==> config.mk <==
export PLATFORM = sky130hd
export DESIGN_NAME = pwl_regs
export DESIGN_NICKNAME = d
export VERILOG_FILES = /design/src/logic/pwl_pkg.sv /design/src/logic/pwl_regs.sv
export SDC_FILE = /design/constraint.sdc
export NUM_CORES = 1
export LEC_CHECK = 0
export BUFFER_PORTS_ARGS = -buffer_cell sky130_fd_sc_hd__buf_2
export CELL_PAD_IN_SITES_DETAIL_PLACEMENT = 1
export CELL_PAD_IN_SITES_GLOBAL_PLACEMENT = 1
export CORE_AREA = 2 2 255 207
export CTS_CLUSTER_DIAMETER = 30
export DETAILED_ROUTE_END_ITERATION = 10
export DIE_AREA = 0 0 257 209
export PLACE_DENSITY_LB_ADDON = 0.3
export SYNTH_ARGS = -nofsm -noshare
export SYNTH_HDL_FRONTEND = slang
export SYNTH_SLANG_ARGS = --single-unit
==> constraint.sdc <==
create_clock -name clk_sys -period 2.1 [get_ports clk_sys]
set_input_delay 0.315 -clock clk_sys [delete_from_list [all_inputs] [get_ports clk_sys]]
set_output_delay 0.315 -clock clk_sys [all_outputs]
set_load 0.01 [all_outputs]
==> src/logic/pwl_pkg.sv <==
package pwl_pkg;
  // register addressing: domain code plus offset within the domain
  localparam int         DOM_W        = 2;
  localparam int         OFS_W        = 3;
  localparam logic [1:0] DOM_PACKAGE  = 2'h0;
  localparam logic [1:0] DOM_CORE     = 2'h1;
  localparam logic [1:0] DOM_GRAPHICS = 2'h2;
  localparam logic [1:0] DOM_UNIT     = 2'h3;
  localparam logic [2:0] OFS_LIMIT    = 3'h0;
  localparam logic [2:0] OFS_ENERGY   = 3'h1;
  localparam logic [2:0] OFS_POLICY   = 3'h2;
  localparam logic [2:0] OFS_THROTTLE = 3'h3;
  localparam logic [2:0] OFS_INFO     = 3'h4;
  localparam int         DATA_W       = 64;

  // limit field group: bits 14:0 limit, 15 enable, 16 clamp, 23:17 window
  typedef struct packed {
    logic [1:0]  winFrac;
    logic [4:0]  winExp;
    logic        clamp;
    logic        enable;
    logic [14:0] limit;
  } pwl_limit_type;
  localparam int LIM_W      = 24;
  localparam int PL1_LSB    = 0;
  localparam int PL2_LSB    = 32;
  localparam int WIN_LSB    = 17;
  localparam int WIN_W      = 7;
  localparam int PKG_LOCK   = 63;
  localparam int PLANE_LOCK = 31;

  // priority field
  localparam int         PRIO_W            = 5;
  localparam logic [4:0] CORE_PRIO_RESET   = 5'h08;
  localparam logic [4:0] GFX_PRIO_RESET    = 5'h10;

  // power range info fields
  localparam int PWR_W        = 15;
  localparam int TDP_LSB      = 0;
  localparam int MINP_LSB     = 16;
  localparam int MAXP_LSB     = 32;
  localparam int MAXWIN_LSB   = 48;
  localparam int MAXWIN_W     = 6;

  // scaling unit register fields and defaults
  localparam int         PSE_LSB     = 0;
  localparam int         PSE_W       = 4;
  localparam int         ESE_LSB     = 8;
  localparam int         ESE_W       = 5;
  localparam int         TSE_LSB     = 16;
  localparam int         TSE_W       = 4;
  localparam logic [3:0] PSE_DEFAULT = 4'h3;
  localparam logic [4:0] ESE_DEFAULT = 5'h10;
  localparam logic [3:0] TSE_DEFAULT = 4'ha;

  // counters and publication period
  localparam int CNT_W            = 32;
  localparam int ENERGY_PERIOD_US = 1000;
  localparam int CLK_MHZ          = 10;
  localparam int ENERGY_TICK_CYC  = ENERGY_PERIOD_US * CLK_MHZ;
endpackage : pwl_pkg

==> src/logic/pwl_regs.sv <==
`timescale 1ns/100ps
module pwl_regs #(
  parameter int                ENERGY_TICK_CYCLES = pwl_pkg::ENERGY_TICK_CYC,
  parameter int                INC_W              = 16,
  parameter bit                HARDWIRE_WIN2      = 1'b0,
  parameter logic [6:0]        WIN2_FIXED         = 7'h00,
  parameter logic [14:0]       PKG_SPEC_POWER     = 15'h0000,
  parameter logic [14:0]       PKG_MIN_POWER      = 15'h0000,
  parameter logic [14:0]       PKG_MAX_POWER      = 15'h0000,
  parameter logic [5:0]        PKG_MAX_WINDOW     = 6'h00
) (
  // clock and reset
  input  wire logic                     clk_sys,
  input  wire logic                     resetn,
  // register access port
  input  wire logic                     msrRead,
  input  wire logic                     msrWrite,
  input  wire logic [pwl_pkg::DOM_W-1:0] msrDomain,
  input  wire logic [pwl_pkg::OFS_W-1:0] msrOffset,
  input  wire logic [pwl_pkg::DATA_W-1:0] msrWdata,
  output logic      [pwl_pkg::DATA_W-1:0] msrRdata,
  output logic                          msrAck,
  output logic                          msrFault,
  // measurements from the power budget controller
  input  wire logic [INC_W-1:0]         pkgEnergyInc,
  input  wire logic [INC_W-1:0]         coreEnergyInc,
  input  wire logic [INC_W-1:0]         gfxEnergyInc,
  input  wire logic                     pkgThrottleTick,
  input  wire logic                     coreThrottleTick,
  // settings to the power budget controller
  output pwl_pkg::pwl_limit_type        pkgLimit1,
  output pwl_pkg::pwl_limit_type        pkgLimit2,
  output pwl_pkg::pwl_limit_type        coreLimit,
  output pwl_pkg::pwl_limit_type        gfxLimit,
  output logic      [pwl_pkg::PRIO_W-1:0] corePrio,
  output logic      [pwl_pkg::PRIO_W-1:0] gfxPrio
);
  import pwl_pkg::*;

  localparam int TICK_W = $clog2(ENERGY_TICK_CYCLES);

  // refuse settings the logic cannot serve
  if (ENERGY_TICK_CYCLES < 2) begin : g_bad_tick
    $error("ENERGY_TICK_CYCLES must be at least 2");
  end
  if (INC_W < 1 || INC_W > CNT_W) begin : g_bad_inc
    $error("INC_W must lie between 1 and 32");
  end

  pwl_limit_type       pkgLimit1_q;
  pwl_limit_type       pkgLimit2_q;
  pwl_limit_type       coreLimit_q;
  pwl_limit_type       gfxLimit_q;
  pwl_limit_type       win2Fixed;
  logic                pkgLock_q;
  logic                coreLock_q;
  logic                gfxLock_q;
  logic [PRIO_W-1:0]   corePrio_q;
  logic [PRIO_W-1:0]   gfxPrio_q;
  logic [CNT_W-1:0]    pkgEnergyAcc_q;
  logic [CNT_W-1:0]    coreEnergyAcc_q;
  logic [CNT_W-1:0]    gfxEnergyAcc_q;
  logic [CNT_W-1:0]    pkgEnergy_q;
  logic [CNT_W-1:0]    coreEnergy_q;
  logic [CNT_W-1:0]    gfxEnergy_q;
  logic [CNT_W-1:0]    pkgThrottle_q;
  logic [CNT_W-1:0]    coreThrottle_q;
  logic [TICK_W-1:0]   tickCnt_q;
  logic                energyTick;
  logic                wrPkgLimit;
  logic                wrCoreLimit;
  logic                wrGfxLimit;
  logic                wrCorePrio;
  logic                wrGfxPrio;
  logic [DATA_W-1:0]   msrRdata_d;
  logic                msrFault_d;
  logic [DATA_W-1:0]   msrRdata_q;
  logic                msrAck_q;
  logic                msrFault_q;

  // write decode; only the limit and policy slots are writable
  assign wrPkgLimit  = msrWrite && msrDomain == DOM_PACKAGE
                       && msrOffset == OFS_LIMIT;
  assign wrCoreLimit = msrWrite && msrDomain == DOM_CORE
                       && msrOffset == OFS_LIMIT;
  assign wrGfxLimit  = msrWrite && msrDomain == DOM_GRAPHICS
                       && msrOffset == OFS_LIMIT;
  assign wrCorePrio  = msrWrite && msrDomain == DOM_CORE
                       && msrOffset == OFS_POLICY;
  assign wrGfxPrio   = msrWrite && msrDomain == DOM_GRAPHICS
                       && msrOffset == OFS_POLICY;

  // constant window two when it is wired in hardware
  always_comb begin
    win2Fixed = pwl_limit_type'(msrWdata[PL2_LSB +: LIM_W]);
    if (HARDWIRE_WIN2) begin
      {win2Fixed.winFrac, win2Fixed.winExp} = WIN2_FIXED;
    end
  end

  // package limit register; once locked it holds until reset
  always_ff @(posedge clk_sys or negedge resetn) begin
    if (!resetn) begin
      pkgLimit1_q <= '0;
      pkgLimit2_q <= '0;
      pkgLock_q   <= 1'b0;
    end else if (wrPkgLimit && !pkgLock_q) begin
      pkgLimit1_q <= pwl_limit_type'(msrWdata[PL1_LSB +: LIM_W]);
      pkgLimit2_q <= win2Fixed;
      pkgLock_q   <= msrWdata[PKG_LOCK];
    end
  end

  // core plane limit and policy share one lock
  always_ff @(posedge clk_sys or negedge resetn) begin
    if (!resetn) begin
      coreLimit_q <= '0;
      coreLock_q  <= 1'b0;
      corePrio_q  <= CORE_PRIO_RESET;
    end else if (!coreLock_q) begin
      if (wrCoreLimit) begin
        coreLimit_q <= pwl_limit_type'(msrWdata[PL1_LSB +: LIM_W]);
        coreLock_q  <= msrWdata[PLANE_LOCK];
      end
      if (wrCorePrio) begin
        corePrio_q <= msrWdata[PRIO_W-1:0];
      end
    end
  end

  // graphics plane locks on its own, independent of the core plane
  always_ff @(posedge clk_sys or negedge resetn) begin
    if (!resetn) begin
      gfxLimit_q <= '0;
      gfxLock_q  <= 1'b0;
      gfxPrio_q  <= GFX_PRIO_RESET;
    end else if (!gfxLock_q) begin
      if (wrGfxLimit) begin
        gfxLimit_q <= pwl_limit_type'(msrWdata[PL1_LSB +: LIM_W]);
        gfxLock_q  <= msrWdata[PLANE_LOCK];
      end
      if (wrGfxPrio) begin
        gfxPrio_q <= msrWdata[PRIO_W-1:0];
      end
    end
  end

  // millisecond publication strobe for the energy registers
  always_ff @(posedge clk_sys or negedge resetn) begin
    if (!resetn) begin
      tickCnt_q <= '0;
    end else if (energyTick) begin
      tickCnt_q <= '0;
    end else begin
      tickCnt_q <= tickCnt_q + 1'b1;
    end
  end
  assign energyTick = tickCnt_q == TICK_W'(ENERGY_TICK_CYCLES - 1);

  // hidden accumulators run every cycle; software only sees the
  // snapshot, so a read never catches a half-updated sum
  always_ff @(posedge clk_sys or negedge resetn) begin
    if (!resetn) begin
      pkgEnergyAcc_q  <= '0;
      coreEnergyAcc_q <= '0;
      gfxEnergyAcc_q  <= '0;
    end else begin
      pkgEnergyAcc_q  <= pkgEnergyAcc_q + CNT_W'(pkgEnergyInc);
      coreEnergyAcc_q <= coreEnergyAcc_q + CNT_W'(coreEnergyInc);
      gfxEnergyAcc_q  <= gfxEnergyAcc_q + CNT_W'(gfxEnergyInc);
    end
  end

  // visible energy counts, writes never reach them
  always_ff @(posedge clk_sys or negedge resetn) begin
    if (!resetn) begin
      pkgEnergy_q  <= '0;
      coreEnergy_q <= '0;
      gfxEnergy_q  <= '0;
    end else if (energyTick) begin
      pkgEnergy_q  <= pkgEnergyAcc_q;
      coreEnergy_q <= coreEnergyAcc_q;
      gfxEnergy_q  <= gfxEnergyAcc_q;
    end
  end

  // throttled time in time units, wraps silently
  always_ff @(posedge clk_sys or negedge resetn) begin
    if (!resetn) begin
      pkgThrottle_q  <= '0;
      coreThrottle_q <= '0;
    end else begin
      if (pkgThrottleTick) begin
        pkgThrottle_q <= pkgThrottle_q + 1'b1;
      end
      if (coreThrottleTick) begin
        coreThrottle_q <= coreThrottle_q + 1'b1;
      end
    end
  end

  // read data; empty slots answer zero with a fault flag
  always_comb begin
    msrRdata_d = '0;
    msrFault_d = 1'b0;
    case (msrDomain)
      DOM_PACKAGE: begin
        case (msrOffset)
          OFS_LIMIT: begin
            msrRdata_d[PL1_LSB +: LIM_W] = pkgLimit1_q;
            msrRdata_d[PL2_LSB +: LIM_W] = pkgLimit2_q;
            msrRdata_d[PKG_LOCK]         = pkgLock_q;
          end
          OFS_ENERGY:   msrRdata_d[CNT_W-1:0] = pkgEnergy_q;
          OFS_THROTTLE: msrRdata_d[CNT_W-1:0] = pkgThrottle_q;
          OFS_INFO: begin
            msrRdata_d[TDP_LSB +: PWR_W]       = PKG_SPEC_POWER;
            msrRdata_d[MINP_LSB +: PWR_W]      = PKG_MIN_POWER;
            msrRdata_d[MAXP_LSB +: PWR_W]      = PKG_MAX_POWER;
            msrRdata_d[MAXWIN_LSB +: MAXWIN_W] = PKG_MAX_WINDOW;
          end
          default: msrFault_d = 1'b1;
        endcase
      end
      DOM_CORE: begin
        case (msrOffset)
          OFS_LIMIT: begin
            msrRdata_d[PL1_LSB +: LIM_W] = coreLimit_q;
            msrRdata_d[PLANE_LOCK]       = coreLock_q;
          end
          OFS_ENERGY:   msrRdata_d[CNT_W-1:0]  = coreEnergy_q;
          OFS_POLICY:   msrRdata_d[PRIO_W-1:0] = corePrio_q;
          OFS_THROTTLE: msrRdata_d[CNT_W-1:0]  = coreThrottle_q;
          default:      msrFault_d = 1'b1;
        endcase
      end
      DOM_GRAPHICS: begin
        case (msrOffset)
          OFS_LIMIT: begin
            msrRdata_d[PL1_LSB +: LIM_W] = gfxLimit_q;
            msrRdata_d[PLANE_LOCK]       = gfxLock_q;
          end
          OFS_ENERGY: msrRdata_d[CNT_W-1:0]  = gfxEnergy_q;
          OFS_POLICY: msrRdata_d[PRIO_W-1:0] = gfxPrio_q;
          default:    msrFault_d = 1'b1;
        endcase
      end
      DOM_UNIT: begin
        if (msrOffset == OFS_LIMIT) begin
          msrRdata_d[PSE_LSB +: PSE_W] = PSE_DEFAULT;
          msrRdata_d[ESE_LSB +: ESE_W] = ESE_DEFAULT;
          msrRdata_d[TSE_LSB +: TSE_W] = TSE_DEFAULT;
        end else begin
          msrFault_d = 1'b1;
        end
      end
      default: msrFault_d = 1'b1;
    endcase
  end

  // one-cycle answer; read data holds until the next read, writes leave it alone
  always_ff @(posedge clk_sys or negedge resetn) begin
    if (!resetn) begin
      msrRdata_q <= '0;
      msrAck_q   <= 1'b0;
      msrFault_q <= 1'b0;
    end else begin
      msrAck_q   <= msrRead || msrWrite;
      msrFault_q <= (msrRead || msrWrite) && msrFault_d;
      if (msrRead) begin
        msrRdata_q <= msrRdata_d;
      end
    end
  end

  assign msrRdata  = msrRdata_q;
  assign msrAck    = msrAck_q;
  assign msrFault  = msrFault_q;
  assign pkgLimit1 = pkgLimit1_q;
  assign pkgLimit2 = pkgLimit2_q;
  assign coreLimit = coreLimit_q;
  assign gfxLimit  = gfxLimit_q;
  assign corePrio  = corePrio_q;
  assign gfxPrio   = gfxPrio_q;
endmodule : pwl_regs

==> results.json <==
{
  "drtPass1Iterations": 7,
  "gp_routability_congestion": 0.8706,
  "root_buffer": "clkbuf_16",
  "grt_use_total_pct": 28.98,
  "path_clk_slew_ns": 0.05,
  "mostFrequentLayoutCells": "dfrtp_1 (436), nand2_1 (428), buf_2 (272)",
  "grt_max_degree": 72,
  "fin_skew_ns": 0.01916,
  "rsz0062_at_grt": "yes",
  "grt_pass1_wl_um": 119800,
  "yosysSeqAreaShare_pct": 52.65,
  "crit_family": "compound AO/OA/AOI/OAI gates",
  "grt_overflow": 0,
  "synth-edff-count": 0,
  "drt_iter0_drc": 1220,
  "max_cap_violations": 0,
  "drc_errors": 0,
  "crit_required_ns": 2.64,
  "max_stage_delay_ns": 0.40,
  "cts_sinks": 438,
  "synthArstFlopShare_pct": 100.0,
  "vias": 18389,
  "core_area_um2": 51520,
  "netlist_instances": 2019,
  "routedWlPerCell_um": 23.72,
  "power_leakage_nw": 14.18,
  "layout_setup_ws_ns": -0.1255,
  "n_fill_cell": 5542,
  "finalHoldViolations": 0,
  "synth_area_um2": 20820,
  "timing.final.crit_share_pct": 106.0,
  "fmax_mhz": 449.3,
  "max_slew_margin_pct": 16.07,
  "crit_chain": "ha_4, nand3_1, o22a_2, a21oi_4, a31oi_4, buf_12, nor4b_4, xor2_1",
  "htree_levels": 3,
  "routed_wl_um": 79090,
  "start_kind": "flip-flop",
  "final_util_pct": 56.77,
  "cp-end-kind": "flip-flop",
  "total_power_mw": 37.01,
  "nNetsFinal": 2735,
  "cts_tree": "yes",
  "die_w_um": 257,
  "hp-class": "primary input to flip-flop",
  "grt_pass1_vias": 20182,
  "cts_buffer_depth": 3,
  "arrival_ns": 2.77,
  "synth_seq_cells": 438,
  "yosys.cell_types.count": 71,
  "io_pins": 295,
  "port_buffers": 273,
  "crit_type": "flip-flop to flip-flop",
  "drive_above_1_share_pct": 34.54,
  "setup_viol": 46,
  "worst-path-max-fanout": 8,
  "postRouteAntennaNets": 0,
  "whs_ns": 0.04034,
  "start_util_pct": 40.42,
  "routed_via_density": 5.516,
  "clk-insertion-delay-late_ns": 0.64,
  "antenna_found_initial": 4,
  "finalMaxSlewViolations": 0,
  "hpwl_um": 52800,
  "p_per_area_nw_per_um2": 1265,
  "outcome": "complete, but fails checks",
  "worst-path-buf-inv": 1,
  "tightest_slew_ns": 1.254,
  "die_h_um": 209,
  "cts_made_buffers": 94,
  "finalSetupTns_ns": -3.070,
  "violations": "negative setup slack",
  "area_growth_pct": 40.48,
  "row_count": 75,
  "synth.avg_cell_area_um2": 10.31,
  "ys.flop_type": "dfrtp_1",
  "cp_slowest_cell": "dfrtp_1",
  "die-area_um2": 53710,
  "finalCriticalPeriod_ns": 2.226,
  "final_common_cell": "dfrtp_1",
  "ir_worst_vdd_mv": 0.6001,
  "ys_warn_count": 0
}
-- timing repair --
action | 4_1_cts | 5_1_grt
endpoints found under the setup margin | 62 | 64
endpoints found under the hold margin | 100 | 0
gates resized for setup | 116 | 52
hold buffers | 44 | 0
buffers inserted | 18 | 10
pin swaps | 56 | 42
-- Yosys cell counts, types with 27 or more instances --
| library cell | number | area, µm² |
|---|---|---|
| nand3_1 | 47 | 235.2 |
| nor3_1 | 27 | 135.1 |
| xnor2_1 | 88 | 770.7 |
| a21oi_1 | 87 | 435.4 |
| mux2_2 | 111 | 1250 |
| dfrtp_1 | 436 | 10910 |
| a22oi_1 | 27 | 202.7 |
| o21ai_0 | 86 | 430.4 |
| clkbuf_1 | 61 | 229.0 |
| inv_1 | 64 | 240.2 |
| nor2_1 | 78 | 292.8 |
| ha_1 | 51 | 638.1 |
| mux2i_1 | 47 | 470.5 |
| nand2_1 | 430 | 1614 |
| xor2_1 | 69 | 604.3 |
-- per-layer routing --
metal	global-route usage [%]	part of all wire [%]	wire length, µm
met1	36.88	41	32710
met2	48.06	49	38800
met5	0	0	0
met4	11.11	3.5	2761
met3	6.708	6.1	4817
-- worst reg2reg max path, cell delays in order, from the launching register on --
cell	delay (ns)
dfrtp_1	0.40
ha_4	0.33
nand3_1	0.10
o22a_2	0.26
a21oi_4	0.25
a31oi_4	0.14
buf_12	0.17
nor4b_4	0.27
xor2_1	0.20
-- power by group --
part / switching, mW / total (mW) / internal [mW]
clock: 5.21 / 15.4 / 10.2
sequential: 1.22 / 10.9 / 9.66
combinational: 5.60 / 10.7 / 5.11
-- layout make-up --
cell class	instances	area [µm²]	share of cell area, %
clock buffers	114	2557	8.744
inverters	64	240.2	0.8213
repair buffers	532	3670	12.55
diodes	6	15.01	0.05133
clock inverters	59	752.0	2.571
well taps	693	867.1	2.964
multi-input cells	1428	10180	34.82
flip-flops and latches	438	10960	37.48
-- through the flow --
stage,worst slack (ns),instance area (µm²),cells
3_5_place_dp,-0.4063,24320,3085
6_report,-0.1255,29250,3334
3_3_place_gp,-0.2802,24320,3085
4_1_cts,-0.08744,28840,3319
5_1_grt,-0.2081,29240,3329
2_1_floorplan,-0.006471,20860,2025
-- cell families after synthesis --
kind of cell | Yosys count | share of synthesized area, %
simple gates | 706 | 15.13
flops | 438 | 52.65
compound gates | 346 | 10.85
buf+inv | 159 | 3.137
mux | 158 | 8.263
xor+xnor | 157 | 6.604
fa+ha+maj | 54 | 3.353
other cells | 1 | 0.01801
-- registers in the layout, indices dropped and copies added, names as in the netlist, 32 cells and up --
signal           cells
coreEnergyAcc_q     32
coreEnergy_q        32
coreThrottle_q      32
gfxEnergyAcc_q      32
gfxEnergy_q         32
msrRdata            57
pkgEnergyAcc_q      32
pkgEnergy_q         32
pkgThrottle_q       32
-- final timing paths --
check / startpoint / endpoint / slack [ns] / cells past startpoint
hold / removal: pkgEnergyInc[1] / pkgEnergyAcc_q[1]$_DFF_PN0_ / 0.04 / 2
hold reg to reg: coreEnergy_q[19]$_DFFE_PN0N_ / coreEnergy_q[19]$_DFFE_PN0N_ / 0.47 / 2
max in group asynchronous: resetn / pkgEnergyAcc_q[14]$_DFF_PN0_ / 1.07 / 3
min in group asynchronous: resetn / coreLimit[4]$_DFFE_PN0P_ / 0.23 / 2
setup reg to reg: pkgEnergyAcc_q[4]$_DFF_PN0_ / pkgEnergyAcc_q[26]$_DFF_PN0_ / -0.13 / 8
setup / recovery: pkgEnergyAcc_q[4]$_DFF_PN0_ / pkgEnergyAcc_q[26]$_DFF_PN0_ / -0.13 / 8
Power figures use the tool's default switching activity.
